## src/rtl/threshold_pkg.sv

```systemverilog
// Shared constants, tables and types for the bus voltage threshold registers
package threshold_pkg;
  localparam int CODE_W = 3;
  localparam int DATA_W = 8;
  localparam int PERMILLE_W = 12;
  localparam int TABLE_N = 8;

  // Register command codes
  localparam logic [DATA_W-1:0] LOW_OV_ADDR = 8'hB9;
  localparam logic [DATA_W-1:0] UV_ADDR = 8'hBA;
  localparam logic [DATA_W-1:0] HIGH_OV_ADDR = 8'hBB;

  // Field layout and reset
  localparam int WARN_LSB = 0;
  localparam int PROT_LSB = 3;
  localparam logic [DATA_W-1:0] REG_RESET = 8'h00;
  localparam logic [DATA_W-1:0] FIELD_MASK = 8'h3F;
  localparam logic [CODE_W-1:0] CODE_RESET = 3'h0;
  localparam logic [DATA_W-1:0] READ_NONE = 8'h00;

  // Thresholds in tenths of a percent of the bus target voltage
  localparam int PERMILLE_SCALE = 1000;
  typedef logic [PERMILLE_W-1:0] pm_table_t [TABLE_N];
  localparam pm_table_t LOW_OV_WARN_PM = '{12'h47E, 12'h44C, 12'h4B0, 12'h4E2,
                                           12'h514, 12'h546, 12'h578, 12'h5AA};
  localparam pm_table_t LOW_OV_PROT_PM = '{12'h5DC, 12'h578, 12'h514, 12'h640,
                                           12'h6A4, 12'h708, 12'h76C, 12'h7D0};
  localparam pm_table_t LOW_UV_WARN_PM = '{12'h352, 12'h339, 12'h320, 12'h307,
                                           12'h2EE, 12'h2D5, 12'h36B, 12'h384};
  localparam pm_table_t HIGH_UV_WARN_PM = '{12'h2EE, 12'h2C6, 12'h29E, 12'h276,
                                            12'h244, 12'h21C, 12'h316, 12'h33E};
  localparam pm_table_t HIGH_OV_WARN_PM = '{12'h438, 12'h44C, 12'h46A, 12'h492,
                                            12'h4BA, 12'h4E2, 12'h424, 12'h410};
  localparam pm_table_t HIGH_OV_PROT_PM = '{12'h4E2, 12'h50A, 12'h532, 12'h564,
                                            12'h58C, 12'h5B4, 12'h5DC, 12'h4BA};

  // Hiccup restart delay
  localparam int HICCUP_DELAY_MS = 500;
  localparam int CLOCK_MHZ = 250;
  localparam int HICCUP_CYCLES = HICCUP_DELAY_MS * CLOCK_MHZ * 1000;

  typedef enum logic [1:0] {
    SW_RUN = 2'b00,
    SW_STOPPED = 2'b01,
    SW_RESTART_WAIT = 2'b10
  } hiccup_state_e;

  // Code to threshold lookup
  function automatic logic [PERMILLE_W-1:0] permille(input pm_table_t tbl,
                                                     input logic [CODE_W-1:0] code);
    permille = tbl[code];
  endfunction
endpackage

```

## src/rtl/threshold_if.sv

```systemverilog
// Threshold codes out to the comparator and crossing flags back
`timescale 1ns/1ps
interface threshold_if;
  logic [threshold_pkg::CODE_W-1:0] low_ov_warn_code;
  logic [threshold_pkg::CODE_W-1:0] low_ov_prot_code;
  logic [threshold_pkg::CODE_W-1:0] low_uv_warn_code;
  logic [threshold_pkg::CODE_W-1:0] high_uv_warn_code;
  logic [threshold_pkg::CODE_W-1:0] high_ov_warn_code;
  logic [threshold_pkg::CODE_W-1:0] high_ov_prot_code;
  logic low_ov_warn_hit;
  logic low_ov_prot_hit;
  logic low_uv_warn_hit;
  logic high_uv_warn_hit;
  logic high_ov_warn_hit;
  logic high_ov_prot_hit;

  modport regs (
    output low_ov_warn_code, low_ov_prot_code, low_uv_warn_code,
    output high_uv_warn_code, high_ov_warn_code, high_ov_prot_code,
    input low_ov_warn_hit, low_ov_prot_hit, low_uv_warn_hit,
    input high_uv_warn_hit, high_ov_warn_hit, high_ov_prot_hit
  );
  modport cmp (
    input low_ov_warn_code, low_ov_prot_code, low_uv_warn_code,
    input high_uv_warn_code, high_ov_warn_code, high_ov_prot_code,
    output low_ov_warn_hit, low_ov_prot_hit, low_uv_warn_hit,
    output high_uv_warn_hit, high_ov_warn_hit, high_ov_prot_hit
  );
endinterface

```

## src/rtl/bus_voltage_threshold_regs.sv

```systemverilog
// Threshold register bank with monitor, fault flag and hiccup restart
// Notes on behaviour
// RQ1 - Low bus OV warning code decode
// RQ2 - Low bus OV protection code decode
// RQ3 - Low bus UV warning code decode
// RQ4 - High bus UV warning code decode
// RQ5 - High bus OV register layout, top reserved
// RQ6 - Byte registers, read/write, protectable, reset zero
// RQ7 - UV register layout, top reserved
// RQ8 - Thresholds apply regardless of bus direction
// RQ9 - High bus OV warning code decode
// RQ10 - High bus OV protection code decode
// RQ11 - Protection trip: status, flag low, hiccup
// RQ12 - New code used at next comparison
`timescale 1ns/1ps
module bus_voltage_threshold_regs #(
  parameter int V_W = 16,
  parameter int HICCUP_CYCLES = threshold_pkg::HICCUP_CYCLES
) (
  input wire logic clock_i,
  input wire logic rst_n_i,
  input wire logic [threshold_pkg::DATA_W-1:0] cmd_code_i,
  input wire logic wr_stb_i,
  input wire logic [threshold_pkg::DATA_W-1:0] wr_data_i,
  input wire logic rd_stb_i,
  input wire logic write_protect_i,
  output logic [threshold_pkg::DATA_W-1:0] rd_data_o,
  output logic rd_valid_o,
  output logic cmd_unsupported_o,
  input wire logic sample_i,
  input wire logic [V_W-1:0] low_bus_voltage_i,
  input wire logic [V_W-1:0] low_bus_target_i,
  input wire logic [V_W-1:0] high_bus_voltage_i,
  input wire logic [V_W-1:0] high_bus_target_i,
  input wire logic hiccup_mode_i,
  input wire logic [1:0] fault_clear_i,
  output logic [1:0] fault_status_o,
  output logic [3:0] warning_o,
  output logic fault_flag_n_o,
  output logic switching_enable_o
);
  localparam int CNT_W = $clog2(HICCUP_CYCLES + 1);
  localparam logic [CNT_W-1:0] HICCUP_LAST = CNT_W'(HICCUP_CYCLES - 1);

  logic rst_sync1_r;
  logic rst_sync2_r;
  logic rst_n;

  logic [threshold_pkg::DATA_W-1:0] low_bus_overvoltage_thresholds_r;
  logic [threshold_pkg::DATA_W-1:0] low_bus_overvoltage_thresholds_nxt;
  logic [threshold_pkg::DATA_W-1:0] undervoltage_warning_thresholds_r;
  logic [threshold_pkg::DATA_W-1:0] undervoltage_warning_thresholds_nxt;
  logic [threshold_pkg::DATA_W-1:0] high_bus_overvoltage_thresholds_r;
  logic [threshold_pkg::DATA_W-1:0] high_bus_overvoltage_thresholds_nxt;
  logic [threshold_pkg::DATA_W-1:0] rd_data_r;
  logic [threshold_pkg::DATA_W-1:0] rd_data_nxt;
  logic rd_valid_r;
  logic rd_valid_nxt;
  logic unsupported_r;
  logic unsupported_nxt;

  logic [1:0] fault_status_r;
  logic [1:0] fault_status_nxt;
  logic fault_flag_n_r;
  logic fault_flag_n_nxt;
  threshold_pkg::hiccup_state_e state_r;
  threshold_pkg::hiccup_state_e state_nxt;
  logic [CNT_W-1:0] wait_cnt_r;
  logic [CNT_W-1:0] wait_cnt_nxt;
  logic switching_r;
  logic switching_nxt;
  logic prot_hit;

  threshold_if thr ();

  // Reset release through two flops
  always_ff @(posedge clock_i or negedge rst_n_i) begin
    if (!rst_n_i) begin
      rst_sync1_r <= 1'b0;
      rst_sync2_r <= 1'b0;
    end else begin
      rst_sync1_r <= 1'b1;
      rst_sync2_r <= rst_sync1_r;
    end
  end
  assign rst_n = rst_sync2_r;

  function automatic logic [threshold_pkg::DATA_W-1:0] read_mux(
      input logic [threshold_pkg::DATA_W-1:0] code,
      input logic [threshold_pkg::DATA_W-1:0] low_ov,
      input logic [threshold_pkg::DATA_W-1:0] uv,
      input logic [threshold_pkg::DATA_W-1:0] high_ov);
    unique case (code)
      threshold_pkg::LOW_OV_ADDR: read_mux = low_ov;
      threshold_pkg::UV_ADDR: read_mux = uv;
      threshold_pkg::HIGH_OV_ADDR: read_mux = high_ov;
      default: read_mux = threshold_pkg::READ_NONE;
    endcase
  endfunction

  // Register writes and reads
  always_comb begin
    low_bus_overvoltage_thresholds_nxt = low_bus_overvoltage_thresholds_r;
    undervoltage_warning_thresholds_nxt = undervoltage_warning_thresholds_r;
    high_bus_overvoltage_thresholds_nxt = high_bus_overvoltage_thresholds_r;
    rd_data_nxt = rd_data_r;
    rd_valid_nxt = 1'b0;
    unsupported_nxt = 1'b0;
    if (wr_stb_i && !write_protect_i) begin // RQ6
      unique case (cmd_code_i)
        threshold_pkg::LOW_OV_ADDR:
          low_bus_overvoltage_thresholds_nxt = wr_data_i & threshold_pkg::FIELD_MASK;
        threshold_pkg::UV_ADDR:
          undervoltage_warning_thresholds_nxt = wr_data_i & threshold_pkg::FIELD_MASK; // RQ7
        threshold_pkg::HIGH_OV_ADDR:
          high_bus_overvoltage_thresholds_nxt = wr_data_i & threshold_pkg::FIELD_MASK; // RQ5
        default: unsupported_nxt = 1'b1;
      endcase
    end
    if (rd_stb_i) begin
      rd_data_nxt = read_mux(cmd_code_i, low_bus_overvoltage_thresholds_r,
                             undervoltage_warning_thresholds_r,
                             high_bus_overvoltage_thresholds_r); // RQ6
      rd_valid_nxt = 1'b1;
      unsupported_nxt = rd_data_nxt == threshold_pkg::READ_NONE &&
                        cmd_code_i != threshold_pkg::LOW_OV_ADDR &&
                        cmd_code_i != threshold_pkg::UV_ADDR &&
                        cmd_code_i != threshold_pkg::HIGH_OV_ADDR;
    end
  end

  always_ff @(posedge clock_i or negedge rst_n) begin
    if (!rst_n) begin
      low_bus_overvoltage_thresholds_r <= threshold_pkg::REG_RESET; // RQ6
      undervoltage_warning_thresholds_r <= threshold_pkg::REG_RESET;
      high_bus_overvoltage_thresholds_r <= threshold_pkg::REG_RESET;
      rd_data_r <= threshold_pkg::READ_NONE;
      rd_valid_r <= 1'b0;
      unsupported_r <= 1'b0;
    end else begin
      low_bus_overvoltage_thresholds_r <= low_bus_overvoltage_thresholds_nxt;
      undervoltage_warning_thresholds_r <= undervoltage_warning_thresholds_nxt;
      high_bus_overvoltage_thresholds_r <= high_bus_overvoltage_thresholds_nxt;
      rd_data_r <= rd_data_nxt;
      rd_valid_r <= rd_valid_nxt;
      unsupported_r <= unsupported_nxt;
    end
  end

  // Field extraction to the monitor
  assign thr.low_ov_warn_code = low_bus_overvoltage_thresholds_r[
    threshold_pkg::WARN_LSB +: threshold_pkg::CODE_W]; // RQ1
  assign thr.low_ov_prot_code = low_bus_overvoltage_thresholds_r[
    threshold_pkg::PROT_LSB +: threshold_pkg::CODE_W]; // RQ2
  assign thr.low_uv_warn_code = undervoltage_warning_thresholds_r[
    threshold_pkg::WARN_LSB +: threshold_pkg::CODE_W]; // RQ3
  assign thr.high_uv_warn_code = undervoltage_warning_thresholds_r[
    threshold_pkg::PROT_LSB +: threshold_pkg::CODE_W]; // RQ4
  assign thr.high_ov_warn_code = high_bus_overvoltage_thresholds_r[
    threshold_pkg::WARN_LSB +: threshold_pkg::CODE_W]; // RQ9
  assign thr.high_ov_prot_code = high_bus_overvoltage_thresholds_r[
    threshold_pkg::PROT_LSB +: threshold_pkg::CODE_W]; // RQ10

  threshold_compare #(
    .V_W(V_W)
  ) u_compare (
    .clock_i(clock_i),
    .rst_n_i(rst_n),
    .sample_i(sample_i),
    .low_bus_voltage_i(low_bus_voltage_i),
    .low_bus_target_i(low_bus_target_i),
    .high_bus_voltage_i(high_bus_voltage_i),
    .high_bus_target_i(high_bus_target_i),
    .thr(thr)
  );

  assign prot_hit = thr.low_ov_prot_hit | thr.high_ov_prot_hit;

  // Fault status, flag and hiccup sequencing
  always_comb begin
    fault_status_nxt = (fault_status_r & ~fault_clear_i) |
                       {thr.high_ov_prot_hit, thr.low_ov_prot_hit}; // RQ11
    fault_flag_n_nxt = ~|fault_status_nxt; // RQ11
    state_nxt = state_r;
    wait_cnt_nxt = wait_cnt_r;
    unique case (state_r)
      threshold_pkg::SW_RUN: begin
        if (prot_hit && hiccup_mode_i) begin
          state_nxt = threshold_pkg::SW_STOPPED; // RQ11
        end
      end
      threshold_pkg::SW_STOPPED: begin
        if (!prot_hit) begin
          state_nxt = threshold_pkg::SW_RESTART_WAIT;
          wait_cnt_nxt = '0;
        end
      end
      threshold_pkg::SW_RESTART_WAIT: begin
        if (prot_hit) begin
          state_nxt = threshold_pkg::SW_STOPPED;
        end else if (wait_cnt_r == HICCUP_LAST) begin
          state_nxt = threshold_pkg::SW_RUN; // RQ11
        end else begin
          wait_cnt_nxt = wait_cnt_r + CNT_W'(1);
        end
      end
      default: state_nxt = threshold_pkg::SW_RUN;
    endcase
    switching_nxt = state_nxt == threshold_pkg::SW_RUN;
  end

  always_ff @(posedge clock_i or negedge rst_n) begin
    if (!rst_n) begin
      fault_status_r <= 2'h0;
      fault_flag_n_r <= 1'b1;
      state_r <= threshold_pkg::SW_RUN;
      wait_cnt_r <= '0;
      switching_r <= 1'b1;
    end else begin
      fault_status_r <= fault_status_nxt;
      fault_flag_n_r <= fault_flag_n_nxt;
      state_r <= state_nxt;
      wait_cnt_r <= wait_cnt_nxt;
      switching_r <= switching_nxt;
    end
  end

  assign rd_data_o = rd_data_r;
  assign rd_valid_o = rd_valid_r;
  assign cmd_unsupported_o = unsupported_r;
  assign fault_status_o = fault_status_r;
  assign warning_o = {thr.high_ov_warn_hit, thr.high_uv_warn_hit,
                      thr.low_uv_warn_hit, thr.low_ov_warn_hit};
  assign fault_flag_n_o = fault_flag_n_r;
  assign switching_enable_o = switching_r;
endmodule

```

## src/rtl/threshold_compare.sv

```systemverilog
// Compares both bus voltages against the decoded thresholds each sample
`timescale 1ns/1ps
module threshold_compare #(
  parameter int V_W = 16
) (
  input wire logic clock_i,
  input wire logic rst_n_i,
  input wire logic sample_i,
  input wire logic [V_W-1:0] low_bus_voltage_i,
  input wire logic [V_W-1:0] low_bus_target_i,
  input wire logic [V_W-1:0] high_bus_voltage_i,
  input wire logic [V_W-1:0] high_bus_target_i,
  threshold_if.cmp thr
);
  localparam int P_W = V_W + threshold_pkg::PERMILLE_W;

  logic [5:0] hit_r;
  logic [5:0] hit_nxt;

  // Scaled compare: v * 1000 against target * permille
  function automatic logic above(input logic [V_W-1:0] v, input logic [V_W-1:0] t,
                                 input logic [threshold_pkg::PERMILLE_W-1:0] pm);
    logic [P_W-1:0] lhs;
    logic [P_W-1:0] rhs;
    lhs = P_W'(v) * P_W'(threshold_pkg::PERMILLE_SCALE);
    rhs = P_W'(t) * P_W'(pm);
    above = lhs > rhs;
  endfunction

  function automatic logic below(input logic [V_W-1:0] v, input logic [V_W-1:0] t,
                                 input logic [threshold_pkg::PERMILLE_W-1:0] pm);
    logic [P_W-1:0] lhs;
    logic [P_W-1:0] rhs;
    lhs = P_W'(v) * P_W'(threshold_pkg::PERMILLE_SCALE);
    rhs = P_W'(t) * P_W'(pm);
    below = lhs < rhs;
  endfunction

  // Bus role (input or output) does not enter the compare
  always_comb begin
    hit_nxt = hit_r;
    if (sample_i) begin
      hit_nxt[0] = above(low_bus_voltage_i, low_bus_target_i, threshold_pkg::permille(
        threshold_pkg::LOW_OV_WARN_PM, thr.low_ov_warn_code)); // RQ1 RQ8 RQ12
      hit_nxt[1] = above(low_bus_voltage_i, low_bus_target_i, threshold_pkg::permille(
        threshold_pkg::LOW_OV_PROT_PM, thr.low_ov_prot_code)); // RQ2 RQ8 RQ12
      hit_nxt[2] = below(low_bus_voltage_i, low_bus_target_i, threshold_pkg::permille(
        threshold_pkg::LOW_UV_WARN_PM, thr.low_uv_warn_code)); // RQ3 RQ8
      hit_nxt[3] = below(high_bus_voltage_i, high_bus_target_i, threshold_pkg::permille(
        threshold_pkg::HIGH_UV_WARN_PM, thr.high_uv_warn_code)); // RQ4 RQ8
      hit_nxt[4] = above(high_bus_voltage_i, high_bus_target_i, threshold_pkg::permille(
        threshold_pkg::HIGH_OV_WARN_PM, thr.high_ov_warn_code)); // RQ9 RQ8
      hit_nxt[5] = above(high_bus_voltage_i, high_bus_target_i, threshold_pkg::permille(
        threshold_pkg::HIGH_OV_PROT_PM, thr.high_ov_prot_code)); // RQ10 RQ8
    end
  end

  always_ff @(posedge clock_i or negedge rst_n_i) begin
    if (!rst_n_i) begin
      hit_r <= 6'h00;
    end else begin
      hit_r <= hit_nxt;
    end
  end

  assign thr.low_ov_warn_hit = hit_r[0];
  assign thr.low_ov_prot_hit = hit_r[1];
  assign thr.low_uv_warn_hit = hit_r[2];
  assign thr.high_uv_warn_hit = hit_r[3];
  assign thr.high_ov_warn_hit = hit_r[4];
  assign thr.high_ov_prot_hit = hit_r[5];
endmodule

```

## config.mk

```make
export PLATFORM = sky130hd
export DESIGN_NAME = bus_voltage_threshold_regs
export DESIGN_NICKNAME = d
export VERILOG_FILES = /design/src/rtl/threshold_pkg.sv /design/src/rtl/threshold_if.sv /design/src/rtl/bus_voltage_threshold_regs.sv /design/src/rtl/threshold_compare.sv
export SDC_FILE = /design/constraint.sdc
export NUM_CORES = 2
export LEC_CHECK = 0
export BUFFER_PORTS_ARGS = -buffer_cell sky130_fd_sc_hd__buf_2
export CORE_ASPECT_RATIO = 0.8
export CORE_MARGIN = 2
export CORE_UTILIZATION = 40
export CTS_BUF_LIST = sky130_fd_sc_hd__clkbuf_4 sky130_fd_sc_hd__clkbuf_8
export DETAILED_ROUTE_END_ITERATION = 7
export SYNTH_ARGS = -nofsm -noshare
export SYNTH_HDL_FRONTEND = slang
export SYNTH_SLANG_ARGS = --single-unit
```

## constraint.sdc

```tcl
create_clock -name clock_i -period 2 [get_ports clock_i]
set_input_delay 0.2 -clock clock_i [delete_from_list [all_inputs] [get_ports clock_i]]
set_output_delay 0.2 -clock clock_i [all_outputs]
set_load 0.01 [all_outputs]
```

==> results.sh <==
export IMPL_status="finished with violations"
export IMPL_violations="negative setup slack"
export IMPL_clk_pin_slew_worst_paths_ns=0.08
export IMPL_nets=7399
export IMPL_post_route_util=0.527
export IMPL_power_mw=86.4
export IMPL_synth_cells=4841
export IMPL_synth_flop_cell="dfrtp_1"
export IMPL_crit_path_end_kind="flop"
export IMPL_syn_to_final_growth_pct=30.2
export IMPL_critPathLaunchType="flop"
export IMPL_power_density_nw_per_um2=1590
export IMPL_peakVddDrop_mv=1.83
export IMPL_synth_edf_count=0
export IMPL_synth_compound_area_share=0.0930
export IMPL_grt_max_degree=35
export IMPL_die_height_um=293
export IMPL_port_buffers=102
export IMPL_cts_max_path_buffers=2
export IMPL_regToRegSetupSlack_ns=-5.22
export IMPL_cts_root_buf="clkbuf_8"
export IMPL_vias=35500
export IMPL_muxShareOfSynthArea=0.00738
export IMPL_rsz0062_at_grt="true"
export IMPL_yosysSeqAreaShare=0.0403
export IMPL_wl_per_cell_um=16.5
export IMPL_drt_iter0_drc=1709
export IMPL_final_antenna_net_count=0
export IMPL_layout_commonest_cell="inv_1"
export IMPL_drt_first_pass_iters=5
export IMPL_synth_async_sr_flop_share=1.00
export IMPL_place_hpwl_um=103000
export IMPL_tritoncts="built"
export IMPL_grt_pass1_vias=37500
export IMPL_pin_count=107
export IMPL_h_tree_depth=3
export IMPL_slowest_stage="fa_1"
export IMPL_fin_tns_setup_ns=-36.00
export IMPL_slew_headroom=0.548
export IMPL_gp_congestion=0.886
export IMPL_die_x_um=365
export IMPL_clk_latency_ns=0.48
export IMPL_ys_seq_elements=67
export IMPL_drv_slew=0
export IMPL_cp_common_cell="fa_1"
export IMPL_track_usage=0.232
export IMPL_final_cell_area_sq_um=54300
export IMPL_fin_crit_sh=3.61
export IMPL_mostFrequentLayoutCells="inv_1, buf_4, ha_1"
export IMPL_worst_slack_ns=-5.22
export IMPL_cp_arrival_ns=7.57
export IMPL_grt_overflow=0
export IMPL_instances_no_fill=7247
export IMPL_leakagePower_nw=28.7
export IMPL_synthAdderAreaFrac=0.564
export IMPL_netlist_area_sq_um=41700
export IMPL_critical_path_max_stage_delay_ns=0.56
export IMPL_post_place_cells=7132
export IMPL_rows=105
export IMPL_rr_startpoint="high_bus_overvoltage_thresholds_r[3]$_DFFE_PN0P_"
export IMPL_numCtsBuffers=9
export IMPL_cp_max_fo=6
export IMPL_yosysWarnings=0
export IMPL_drv_cap=0
export IMPL_critPathRequiredTime_ns=2.34
export IMPL_cts_sinks=67
export IMPL_syn_avg_cell_area_sq_um=8.61
export IMPL_max_freq_ghz=0.138
export IMPL_synthDominantCellAreaShare=0.334
export IMPL_reg2reg_depth=32
export IMPL_synth_top_family_by_area="adder cells"
export IMPL_drive_gt1_frac=0.263
export IMPL_min_path_type="in2async"
export IMPL_reg2reg_to="u_compare.hit_r[5]$_DFFE_PN0P_"
export IMPL_synth_area_leaders="fa_1, ha_1, inv_1"
export IMPL_drcViolationCount=0
export IMPL_criticalPathCategory="reg2reg"
export IMPL_ys_types=83
export IMPL_tightest_slew_ns=0.677
export IMPL_vias_per_cell=4.90
export IMPL_synthXorXnorAreaFrac=0.0336
export IMPL_cp_top_family="adder cells"
export IMPL_dpl_instance_area_sq_um=52000
export IMPL_wirelength_um=119000
export IMPL_cp_buffers_inverters=7
export IMPL_antenna_found_initial=2
export IMPL_fin_worst_skew_ns=0.0430
export IMPL_grt_pass1_wl_um=196000
export IMPL_yosys_area_top_type="fa_1"
export IMPL_yosys_area_share_simple=0.148
export IMPL_core_area_sq_um=103000
export IMPL_start_util=0.405
export IMPL_setup_viol=34
export IMPL_die_area_sq_um=107000
export IMPL_fin_crit_ns=7.22
export IMPL_hold_viol=0
## through the flow
step           hold WS [ns]  worst slack, ns
2_1_floorplan       -0.0956            -4.83
3_3_place_gp        0.00350            -5.37
3_5_place_dp      -0.000147            -5.37
4_1_cts             0.00404            -5.16
5_1_grt              0.0238            -5.59
6_report             0.0680            -5.22
## flip-flops by register name, summed over array words and instances (netlist names)
name	cells
cmd_unsupported_o	1
fault_flag_n_o	1
fault_status_o	2
high_bus_overvoltage_thresholds_r	6
low_bus_overvoltage_thresholds_r	6
rd_data_o	6
rd_valid_o	1
rst_n	1
rst_sync1_r	1
state_r	2
switching_enable_o	1
u_compare.hit_r	6
undervoltage_warning_thresholds_r	6
wait_cnt_r	27
## worst reg2reg max path, delay by kind of cell, from the launching register on
family | cells | cell delay (ns)
muxes | 1 | 0.25
DFF | 1 | 0.49
adders and majority gates | 8 | 3.18
buffers and inverters | 7 | 0.68
and+or+nand+nor | 10 | 1.25
AOI/OAI and AO/OA | 6 | 1.27
## cell usage after synthesis, drive strengths merged, types with 10 or more instances
library cell	count
a31oi	16
nor2	155
a2111oi	15
o21a	25
xor2	78
o21ai	122
a21o	88
and2	222
nor3	46
nand4	39
nor2b	100
o211ai	14
dfrtp	65
a21oi	170
clkbuf	132
xnor2	82
nand2	525
o31ai	17
inv	1120
nand3	41
mux2i	15
buf	10
and3	22
o22ai	11
o21bai	16
nor4	13
fa	696
or2	10
nand2b	53
ha	765
a211oi	30
mux2	14
or3	18
## cell type report
| cell class | count | area (sq um) |
|---|---|---|
| sequential | 67 | 1690 |
| clock inverter | 5 | 53.8 |
| antenna | 2 | 5.00 |
| multi-input combinational | 3515 | 37500 |
| tap | 1391 | 1740 |
| inverter | 1121 | 4230 |
| fill | 9567 | 48700 |
| clock buffer | 11 | 139 |
| timing repair buffer | 1135 | 9000 |
## logic make-up after synthesis
group / Yosys count
xor+xnor: 160
compound gates: 596
buf+inv: 1263
mux: 29
fa+ha+maj: 1461
flops: 67
simple gates: 1263
other cells: 2
## metal layers
layer	share of wire	GRT usage	wire [um]	up-vias
met5	0.00087	0.00684	104	-
met4	0.020	0.0461	2380	2
met3	0.072	0.0550	8600	121
met2	0.42	0.352	50400	792
met1	0.48	0.336	57700	17400
li1	-	-	-	17200
## how the worst max path moves through the flow
stage | start | endpoint | slack, ns | cells past startpoint
after CTS | high_bus_overvoltage_thresholds_r[1]$_DFFE_PN0P_ | u_compare.hit_r[4]$_DFFE_PN0P_ | -5.16 | 30
after global placement | high_bus_overvoltage_thresholds_r[1]$_DFFE_PN0P_ | u_compare.hit_r[4]$_DFFE_PN0P_ | -5.37 | 29
after floorplan | high_bus_overvoltage_thresholds_r[4]$_DFFE_PN0P_ | u_compare.hit_r[5]$_DFFE_PN0P_ | -4.83 | 31
after detailed placement | high_bus_overvoltage_thresholds_r[1]$_DFFE_PN0P_ | u_compare.hit_r[4]$_DFFE_PN0P_ | -5.37 | 29
after global routing | high_bus_overvoltage_thresholds_r[0]$_DFFE_PN0P_ | u_compare.hit_r[4]$_DFFE_PN0P_ | -5.59 | 30
final | high_bus_overvoltage_thresholds_r[3]$_DFFE_PN0P_ | u_compare.hit_r[5]$_DFFE_PN0P_ | -5.22 | 32
## power breakdown
part / internal (mW) / total (mW) / switching, mW
clock: 0.598 / 1.34 / 0.740
sequential: 1.53 / 1.65 / 0.118
combinational: 40.4 / 83.4 / 43.0
total: 42.6 / 86.4 / 43.8
## timing repair
| action | in CTS | in global routing |
|---|---|---|
| endpoints found under the hold margin | 12 | 0 |
| gates cloned | 5 | 1 |
| setup endpoints to repair | 35 | 35 |
| pin swaps | 158 | 121 |
| buffers inserted | 63 | 27 |
| hold buffers | 7 | 0 |
| resized for setup | 166 | 103 |
No activity file was read; power rests on OpenSTA's default activity.
